===== config.mk =====
export PLATFORM = sky130hd
export DESIGN_NAME = dswc_status
export DESIGN_NICKNAME = d
export VERILOG_FILES = /design/src/dswc_pkg.sv /design/src/dswc_status.sv
export SDC_FILE = /design/constraint.sdc
export NUM_CORES = 2
export LEC_CHECK = 0
export ABC_AREA = 1
export BUFFER_PORTS_ARGS = -buffer_cell sky130_fd_sc_hd__buf_2
export CAP_MARGIN = 30
export CORE_AREA = 5 5 497 499
export CTS_BUF_LIST = sky130_fd_sc_hd__clkbuf_16
export CTS_CLUSTER_DIAMETER = 50
export DETAILED_ROUTE_END_ITERATION = 10
export DIE_AREA = 0 0 502 504
export REMOVE_ABC_BUFFERS = 1
export SYNTH_ARGS = -nofsm -noshare
export SYNTH_HDL_FRONTEND = slang
export SYNTH_SLANG_ARGS = --single-unit

===== constraint.sdc =====
create_clock -name mclk_i -period 25.2 [get_ports mclk_i]
set_input_delay 6.3 -clock mclk_i [delete_from_list [all_inputs] [get_ports mclk_i]]
set_output_delay 6.3 -clock mclk_i [all_outputs]
set_load 0.02 [all_outputs]

===== src/dswc_pkg.sv =====
package dswc_pkg;
   // ==========================================================
   // Widths
   localparam int VAL_W   = 32;
   localparam int DLY_W   = 20;
   localparam int TC_W    = 4;
   localparam int SCL_W   = 16;
   localparam int MON_W   = 16;
   localparam int NUM_OUT = 4;
   localparam int NUM_MON = 2;

   // ==========================================================
   // Constants
   // Scale factor is signed fixed point with this many fraction bits
   localparam int MON_SH = 12;
   localparam logic signed [MON_W-1:0] MON_POS_FS = 16'h7FFF;
   localparam logic signed [MON_W-1:0] MON_NEG_FS = 16'h8001;
   localparam logic [DLY_W-1:0] DLY_ZERO = 20'h00000;
   localparam logic [DLY_W-1:0] DLY_ONE  = 20'h00001;
   localparam logic [DLY_W-1:0] DLY_MAX  = 20'hFFFFF;
   localparam logic signed [VAL_W-1:0] VAL_ZERO = 32'h00000000;
   localparam logic signed [MON_W-1:0] MON_ZERO = 16'h0000;

   // ==========================================================
   // Types
   typedef enum logic [3:0] {
      DSWC_FN_OFF,
      DSWC_FN_ON,
      DSWC_FN_TORQUE,
      DSWC_FN_SPEED,
      DSWC_FN_TARGET,
      DSWC_FN_FOLLOW
   } dswc_fn_t;

   typedef enum logic [3:0] {
      DSWC_SRC_SPD_SET,
      DSWC_SRC_SPD_ACT,
      DSWC_SRC_POS_SET,
      DSWC_SRC_POS_ACT,
      DSWC_SRC_IQ_SET,
      DSWC_SRC_IQ_ACT,
      DSWC_SRC_ID_SET,
      DSWC_SRC_ID_ACT,
      DSWC_SRC_PHASE_I,
      DSWC_SRC_ROTOR,
      DSWC_SRC_FREE
   } dswc_src_t;

   typedef struct packed {
      logic signed [VAL_W-1:0] spd_set;
      logic signed [VAL_W-1:0] spd_act;
      logic signed [VAL_W-1:0] pos_set;
      logic signed [VAL_W-1:0] pos_act;
      logic signed [VAL_W-1:0] iq_set;
      logic signed [VAL_W-1:0] iq_act;
      logic signed [VAL_W-1:0] id_set;
      logic signed [VAL_W-1:0] id_act;
      logic signed [VAL_W-1:0] phase_i;
      logic signed [VAL_W-1:0] rotor;
      logic signed [VAL_W-1:0] free_obj;
   } dswc_proc_t;

   typedef struct packed {
      logic signed [VAL_W-1:0] cmp_current;
      logic signed [VAL_W-1:0] current_win;
      logic [TC_W-1:0]         tc_shift;
      logic signed [VAL_W-1:0] cmp_speed;
      logic signed [VAL_W-1:0] speed_win;
      logic signed [VAL_W-1:0] speed_thr;
      logic [DLY_W-1:0]        speed_dly;
      logic signed [VAL_W-1:0] target_pos;
      logic signed [VAL_W-1:0] tgt_neg_tol;
      logic signed [VAL_W-1:0] tgt_pos_tol;
      logic [DLY_W-1:0]        target_dly;
      logic signed [VAL_W-1:0] fol_neg_tol;
      logic signed [VAL_W-1:0] fol_pos_tol;
      logic [DLY_W-1:0]        follow_dly;
   } dswc_cfg_t;

   typedef struct packed {
      dswc_src_t               src;
      logic signed [SCL_W-1:0] scale;
      logic                    limit_en;
   } dswc_mon_cfg_t;
endpackage


===== src/dswc_status.sv =====
`timescale 1ns/1ps
`default_nettype none
module dswc_status
   import dswc_pkg::*;
(
   // Clock and reset
   input  wire logic                    mclk_i,
   input  wire logic                    sys_rst_i,
   // Process values and configuration
   input  wire dswc_proc_t              proc_i,
   input  wire dswc_cfg_t               cfg_i,
   input  wire dswc_fn_t                dout_sel_i [NUM_OUT],
   input  wire dswc_mon_cfg_t           mon_cfg_i [NUM_MON],
   // Status flags and filtered current
   output logic                         torque_reached_o,
   output logic                         speed_reached_o,
   output logic                         target_reached_o,
   output logic                         following_error_o,
   output logic                         speed_above_thr_o,
   output logic signed [VAL_W-1:0]      current_filt_o,
   // Pins
   output logic [NUM_OUT-1:0]           dout_o,
   output logic signed [MON_W-1:0]      analogue_monitor_a_o,
   output logic signed [MON_W-1:0]      analogue_monitor_b_o
);

   // ==========================================================
   // Functions
   // Widened so that extreme centres and tolerances cannot overflow
   function automatic logic in_win(input logic signed [VAL_W-1:0] x,
                                   input logic signed [VAL_W-1:0] c,
                                   input logic signed [VAL_W-1:0] neg,
                                   input logic signed [VAL_W-1:0] pos);
      logic signed [VAL_W+1:0] lo;
      logic signed [VAL_W+1:0] hi;
      lo = (VAL_W+2)'(c) - (VAL_W+2)'(neg);
      hi = (VAL_W+2)'(c) + (VAL_W+2)'(pos);
      return ((VAL_W+2)'(x) >= lo) && ((VAL_W+2)'(x) <= hi);
   endfunction

   function automatic logic [DLY_W-1:0] dwell_cnt(input logic cond,
                                                  input logic [DLY_W-1:0] cnt);
      if (!cond) begin
         return DLY_ZERO;
      end
      return (cnt == DLY_MAX) ? cnt : cnt + DLY_ONE;
   endfunction

   function automatic logic signed [MON_W-1:0] scale_out(
      input logic signed [VAL_W-1:0] v,
      input logic signed [SCL_W-1:0] k,
      input logic                    lim);
      logic signed [VAL_W+SCL_W-1:0] p;
      p = (v * k) >>> MON_SH;
      if (lim && p > (VAL_W+SCL_W)'(MON_POS_FS)) begin
         return MON_POS_FS;
      end
      if (lim && p < (VAL_W+SCL_W)'(MON_NEG_FS)) begin
         return MON_NEG_FS;
      end
      return p[MON_W-1:0];
   endfunction

   function automatic logic signed [VAL_W-1:0] pick(input dswc_proc_t p,
                                                    input dswc_src_t s);
      unique case (s)
         DSWC_SRC_SPD_SET: return p.spd_set;
         DSWC_SRC_SPD_ACT: return p.spd_act;
         DSWC_SRC_POS_SET: return p.pos_set;
         DSWC_SRC_POS_ACT: return p.pos_act;
         DSWC_SRC_IQ_SET:  return p.iq_set;
         DSWC_SRC_IQ_ACT:  return p.iq_act;
         DSWC_SRC_ID_SET:  return p.id_set;
         DSWC_SRC_ID_ACT:  return p.id_act;
         DSWC_SRC_PHASE_I: return p.phase_i;
         DSWC_SRC_ROTOR:   return p.rotor;
         DSWC_SRC_FREE:    return p.free_obj;
         default:          return VAL_ZERO;
      endcase
   endfunction

   // ==========================================================
   // Current filter
   logic signed [VAL_W-1:0] filt_ff;
   logic signed [VAL_W-1:0] nxt_filt;
   logic signed [VAL_W:0]   filt_diff;

   always_comb begin
      // Shift form keeps the filter multiplier free; tc is a power of two
      filt_diff = (VAL_W+1)'(proc_i.iq_act) - (VAL_W+1)'(filt_ff);
      nxt_filt  = filt_ff + VAL_W'(filt_diff >>> cfg_i.tc_shift);
   end

   // ==========================================================
   // Window comparators and dwell timers
   logic             tq_in;
   logic             spd_in;
   logic             tgt_in;
   logic             fol_in;
   logic [DLY_W-1:0] spd_cnt_ff;
   logic [DLY_W-1:0] tgt_cnt_ff;
   logic [DLY_W-1:0] fol_cnt_ff;
   logic [DLY_W-1:0] nxt_spd_cnt;
   logic [DLY_W-1:0] nxt_tgt_cnt;
   logic [DLY_W-1:0] nxt_fol_cnt;
   logic             tq_ff;
   logic             spd_ff;
   logic             tgt_ff;
   logic             fol_ff;
   logic             thr_ff;
   logic             nxt_tq;
   logic             nxt_spd;
   logic             nxt_tgt;
   logic             nxt_fol;
   logic             nxt_thr;

   always_comb begin
      tq_in  = in_win(filt_ff, cfg_i.cmp_current, cfg_i.current_win,
                      cfg_i.current_win);
      spd_in = in_win(proc_i.spd_act, cfg_i.cmp_speed, cfg_i.speed_win,
                      cfg_i.speed_win);
      tgt_in = in_win(proc_i.pos_act, cfg_i.target_pos, cfg_i.tgt_neg_tol,
                      cfg_i.tgt_pos_tol);
      // Outside means error; the count runs while the position is away
      fol_in = !in_win(proc_i.pos_act, proc_i.pos_set, cfg_i.fol_neg_tol,
                       cfg_i.fol_pos_tol);
      nxt_spd_cnt = dwell_cnt(spd_in, spd_cnt_ff);
      nxt_tgt_cnt = dwell_cnt(tgt_in, tgt_cnt_ff);
      nxt_fol_cnt = dwell_cnt(fol_in, fol_cnt_ff);
      nxt_tq  = tq_in;
      nxt_spd = spd_in && (spd_cnt_ff >= cfg_i.speed_dly);
      // Count keeps running while inside, so a new target that still
      // encloses the position does not restart the dwell
      nxt_tgt = tgt_in && (tgt_ff || tgt_cnt_ff >= cfg_i.target_dly);
      nxt_fol = fol_in && (fol_cnt_ff >= cfg_i.follow_dly);
      nxt_thr = proc_i.spd_act >= cfg_i.speed_thr;
   end

   always_ff @(posedge mclk_i) begin
      if (sys_rst_i) begin
         filt_ff    <= VAL_ZERO;
         spd_cnt_ff <= DLY_ZERO;
         tgt_cnt_ff <= DLY_ZERO;
         fol_cnt_ff <= DLY_ZERO;
         tq_ff      <= 1'b0;
         spd_ff     <= 1'b0;
         tgt_ff     <= 1'b0;
         fol_ff     <= 1'b0;
         thr_ff     <= 1'b0;
      end else begin
         filt_ff    <= nxt_filt;
         spd_cnt_ff <= nxt_spd_cnt;
         tgt_cnt_ff <= nxt_tgt_cnt;
         fol_cnt_ff <= nxt_fol_cnt;
         tq_ff      <= nxt_tq;
         spd_ff     <= nxt_spd;
         tgt_ff     <= nxt_tgt;
         fol_ff     <= nxt_fol;
         thr_ff     <= nxt_thr;
      end
   end

   // ==========================================================
   // Digital outputs and analogue monitors
   // The following error only goes to following_error_o and the pins; nothing here acts
   // on the power stage, shutdown lives elsewhere.
   logic [NUM_OUT-1:0]      dout_ff;
   logic [NUM_OUT-1:0]      nxt_dout;
   logic signed [MON_W-1:0] mon_ff [NUM_MON];
   logic signed [MON_W-1:0] nxt_mon [NUM_MON];

   always_comb begin
      for (int i = 0; i < NUM_OUT; i++) begin
         unique case (dout_sel_i[i])
            DSWC_FN_OFF:    nxt_dout[i] = 1'b0;
            DSWC_FN_ON:     nxt_dout[i] = 1'b1;
            DSWC_FN_TORQUE: nxt_dout[i] = tq_ff;
            DSWC_FN_SPEED:  nxt_dout[i] = spd_ff;
            DSWC_FN_TARGET: nxt_dout[i] = tgt_ff;
            DSWC_FN_FOLLOW: nxt_dout[i] = fol_ff;
            default:        nxt_dout[i] = 1'b0;
         endcase
      end
      for (int m = 0; m < NUM_MON; m++) begin
         nxt_mon[m] = scale_out(pick(proc_i, mon_cfg_i[m].src),
                                mon_cfg_i[m].scale,
                                mon_cfg_i[m].limit_en);
      end
   end

   always_ff @(posedge mclk_i) begin
      if (sys_rst_i) begin
         dout_ff <= '0;
         for (int m = 0; m < NUM_MON; m++) begin
            mon_ff[m] <= MON_ZERO;
         end
      end else begin
         dout_ff <= nxt_dout;
         for (int m = 0; m < NUM_MON; m++) begin
            mon_ff[m] <= nxt_mon[m];
         end
      end
   end

   always_comb begin
      torque_reached_o     = tq_ff;
      speed_reached_o      = spd_ff;
      target_reached_o     = tgt_ff;
      following_error_o    = fol_ff;
      speed_above_thr_o    = thr_ff;
      current_filt_o       = filt_ff;
      dout_o               = dout_ff;
      analogue_monitor_a_o = mon_ff[0];
      analogue_monitor_b_o = mon_ff[1];
   end

   // Own copy of the torque window, so the check does not lean on in_win
   logic tq_chk_lo;
   logic tq_chk_hi;
   always_comb begin
      tq_chk_lo = (VAL_W+2)'(filt_ff) >=
                  (VAL_W+2)'(cfg_i.cmp_current) - (VAL_W+2)'(cfg_i.current_win);
      tq_chk_hi = (VAL_W+2)'(filt_ff) <=
                  (VAL_W+2)'(cfg_i.cmp_current) + (VAL_W+2)'(cfg_i.current_win);
   end
endmodule
`default_nettype wire


======== After elaboration in Yosys (flattened, before gate mapping) ========
Memories as Yosys holds them, arrays and structs flattened.
Index checks and enable logic that the tools add are counted.
cells by class
  add/sub/neg operators ................... 13
  multiply operators ...................... 2
  divide/modulo/power cells ............... 0
  order comparisons ....................... 16
  equal/unequal tests ..................... 44
  shift operators ......................... 1
  muxes and demuxes ....................... 29
  bitwise operators ....................... 4
  reductions and logical operators ........ 17
operators with widths
  cell                   count
  $pmux 32 s11           2
  $sub 32x32->33         5
  $mux 16                10
  $add 32x32->33         4
  $ge 32x33->1           4
  $le 32x33->1           4
  $mul 32x16->48         2
  $gt 36x16->1 const B   2
  $lt 36x16->1 const B   2
  $eq 4x3->1 const B     16
  $add 20x1->20 const B  3
  $eq 20x20->1 const B   3
  $ge 20x20->1           3
  $mux 20                3
  $eq 4x2->1 const B     12
  $sshr 33x4->32         1
  $add 32x32->32         1
  $ge 32x32->1           1
  $eq 4x1->1 const B     6
  $eq 4x4->1 const B     6
  $pmux 1 s5             4
  $logic_and 1x1->1      11
  $mux 1                 10
  $logic_not 4->1        2
  other kinds (6)        9
word-level totals
  register bits after elaboration ......... 101
  latch bits .............................. 0
  RAM bits ................................ 32
  memory bits (read-only) ................. 0
  input bits .............................. 796
  output and inout port bits .............. 73
  logic and storage cells ................. 137
  memories ................................ 1
memory list
  memory  words  bits a word  read ports  clocked after Yosys merged registers in  wr ports  line                RTL
  mon_ff  2      16           2           0                                        2         dswc_status.sv:169  logic signed [MON_W-1:0] mon_ff [NUM_MON];

======== Logic depth before layout (Yosys ltp) ========
  depth in word-level cells ............... 10
  gate-level depth with buffers ........... 46
  depth with buffers taken out ............ 42

======== Worst setup path after synthesis ========
Ideal clock, no wire load.
  path kind ............................... input to register
  start point ............................. input port mon_cfg_i[39] (netlist name)
  end point ............................... memory mon_ff[0][10]
  setup time .............................. 0.132 ns
  arrival ................................. 13.232 ns
  data required time ...................... 25.068 ns
  slack ................................... 11.836 ns
  cell stages on the path ................. 39
  path buffers ............................ 3
  cell sequence ........................... nor2_2 -> inv_1 -> nor2_1 -> inv_1 -> clkbuf_1 -> o22ai_1 -> a221oi_1 -> nand3_1 -> clkbuf_1 -> nand2_1 -> fa_1 -> inv_1 -> fa_1 -> inv_1 -> fa_1 -> inv_1 -> fa_1 -> fa_1 -> (+3 left out) -> ha_1 -> nand2_1 -> nor2_1 -> inv_1 -> nor2_1 -> and3_1 -> nand2_1 -> nand2_1 -> nand3_1 -> nand3_1 -> nand2_1 -> nor3_1 -> nand4_1 -> nor2_1 -> nand3_1 -> nand2_1 -> buf_2 -> a21oi_1
RTL lines
  item         line                RTL
  from (decl)  dswc_status.sv:13   input wire dswc_mon_cfg_t mon_cfg_i [NUM_MON],
  to (decl)    dswc_status.sv:169

==> results.sh <==
export IMPL_status="completed"
export IMPL_synth_edf_count=0
export IMPL_period_share_pct=61.3
export IMPL_max_cap_violations=0
export IMPL_fin_tns_setup_ns=0
export IMPL_grt_total_usage_pct=27.3
export IMPL_cts_buffers=17
export IMPL_slowest_delay_ns=0.95
export IMPL_fin_crit_ns=15.45
export IMPL_holdBufCountCts=0
export IMPL_synth_cell_area_mm2=0.0722
export IMPL_nets=13838
export IMPL_fillers=26715
export IMPL_cts_sinks=133
export IMPL_max_freq_ghz=0.0647
export IMPL_portBuffers=868
export IMPL_slew_limit_headroom_pct=28.5
export IMPL_die_w_um=502
export IMPL_slew_viol_final=0
export IMPL_synth_distinct_cells=64
export IMPL_vias=73124
export IMPL_final_area_mm2=0.0812
export IMPL_start_kind="input pin"
export IMPL_synth_area_top_cells="fa_1 27%, ha_1 16%, inv_1 14%"
export IMPL_fp_row_count=181
export IMPL_grt_max_degree=42
export IMPL_crit_path_top_delay_cell="nand3_1"
export IMPL_post_dp_hpwl_um=302000
export IMPL_hp_class="reg -> reg"
export IMPL_crit_path_frequent_cell="nand2_1"
export IMPL_cp_required_ns=25.57
export IMPL_worst_slew_pin_slew_ns=1.07
export IMPL_core_mm2=0.242
export IMPL_antenna_found_initial=269
export IMPL_cts_root_buffer="clkbuf_16"
export IMPL_rsz0062_at_grt="false"
export IMPL_async_flop_share_pct=0
export IMPL_yosys_area_top_type="fa_1"
export IMPL_postCtsSetupBuffers=0
export IMPL_crit_type="in -> reg"
export IMPL_clk_latency_ns=0.54
export IMPL_place_congestion=1.04
export IMPL_die_y_um=504
export IMPL_grt_pass1_wl_um=500000
export IMPL_dr_pass1_iters=6
export IMPL_drc_errors=0
export IMPL_synthToLayoutAreaGrowth_pct=12.5
export IMPL_yosysMostFrequentCell="inv_1"
export IMPL_critPathMaxFanout=25
export IMPL_initial_core_util_pct=29.8
export IMPL_drive_gt1_share_pct=9.38
export IMPL_clk_pin_slew_ns=0.08
export IMPL_grt_overflow=0
export IMPL_cts_resized=0
export IMPL_wl_um=352000
export IMPL_die_area_mm2=0.253
export IMPL_ioPinCount=869
export IMPL_post_drt_wl_per_cell_um=24.1
export IMPL_synth_seq_area_share_pct=3.69
export IMPL_ys_ff_latch=133
export IMPL_synth_top_flop_cell="dfxtp_1"
export IMPL_synth_common_cells="2715 x inv_1, 2069 x nand2_1, 980 x fa_1"
export IMPL_grt_pass1_vias=72825
export IMPL_end_kind="flop"
export IMPL_avgViaCountPerCell=5.02
export IMPL_cts_tree="yes"
export IMPL_synth_warnings=0
export IMPL_max_clock_path_buffers=2
export IMPL_avgSynthCellArea_um2=6.88
export IMPL_drtIter0Drc=5887
export IMPL_setup_viol=0
export IMPL_place_area_mm2=0.0800
export IMPL_htree_levels=4
export IMPL_hold_viol=0
export IMPL_critPathArrivalTime_ns=15.81
export IMPL_synth_top_area_share_pct=27.2
export IMPL_skew_ns=0.0221
export IMPL_synth_cells=10492
export IMPL_ant_nets=0
cells by family (layout without fill, tap and decap cells):
kind of cell / after synthesis / count (layout) / synth area share, %
simple gates: 3346 / 3346 / 19.1
flops: 133 / 133 / 3.69
buf+inv: 3021 / 3704 / 15.7
xor+xnor: 348 / 348 / 4.23
other cells: 0 / 204 / 0
fa+ha+maj: 1880 / 1880 / 42.8
mux: 8 / 8 / 0.114
compound gates: 1756 / 1756 / 14.4
worst paths after layout:
check | startpoint | to | slack [ns] | cells after the start
setup / recovery | mon_cfg_i[18] | mon_ff[0][18]$_SDFF_PP0_ | 9.75 | 36
setup reg to reg | current_filt_o[0]$_SDFF_PP0_ | current_filt_o[28]$_SDFF_PP0_ | 18.41 | 37
hold reg to reg | tgt_cnt_ff[0]$_SDFFE_PP0P_ | tgt_cnt_ff[0]$_SDFFE_PP0P_ | 0.49 | 2
hold / removal | tgt_cnt_ff[0]$_SDFFE_PP0P_ | tgt_cnt_ff[0]$_SDFFE_PP0P_ | 0.49 | 2
critical path, delay by kind of cell:
family / cells / cell delay (ns)
buffers and inverters: 9 / 1.16
AO/OA/AOI/OAI: 4 / 1.30
adder cells (fa/ha/maj): 7 / 3.31
AND/OR/NAND/NOR: 16 / 3.69
registers in the layout, indices dropped and copies added (netlist names):
register           count
fol_cnt_ff            20
speed_reached_o        1
following_error_o      1
current_filt_o        32
target_reached_o       1
tgt_cnt_ff            20
torque_reached_o       1
mon_ff                32
dout_o                 4
speed_above_thr_o      1
spd_cnt_ff            20
metrics by stage:
stage	instances	util (%)	setup slack [ns]	hold WS, ns
after floorplan	10202	-	11.32	0.461
after global placement	14339	33.0	9.71	0.478
after global routing	14508	33.5	9.16	0.517
after CTS	14375	33.3	10.25	0.498
after detailed placement	14343	33.1	9.66	0.486
final	14581	33.6	9.75	0.495
routing by layer:
metal  global-route usage (%)  wire length, µm
met1                     30.2           128000
met4                     22.2            33000
met3                     9.03            33300
met5                        0              746
met2                     42.6           157000
final cells by class:
class / count / area [µm²] / area share (%)
Antenna cell: 204 / 510 / 0.628
Clock buffer: 17 / 425 / 0.524
Clock inverter: 15 / 209 / 0.257
Inverter: 2731 / 10300 / 12.6
Multi-Input combinational cell: 7338 / 58200 / 71.6
Sequential cell: 133 / 2660 / 3.28
Tap cell: 3202 / 4010 / 4.93
Timing Repair Buffer: 941 / 4980 / 6.14
layout by cell type, fill, tap and decap left out, drive strengths merged, types with 87 or more instances in the layout:
master  instances
a21oi         775
a221oi        148
buf           940
dfxtp         133
diode         204
fa            980
ha            900
inv          2729
nand2        2090
nand3         362
nand4          87
nor2          612
nor3          113
o21ai         368
o22ai         149
xnor2          94
xor2          254
Power is not shown: default switching activity piles up to over one toggle a cycle in this logic, so the estimate is an artifact.
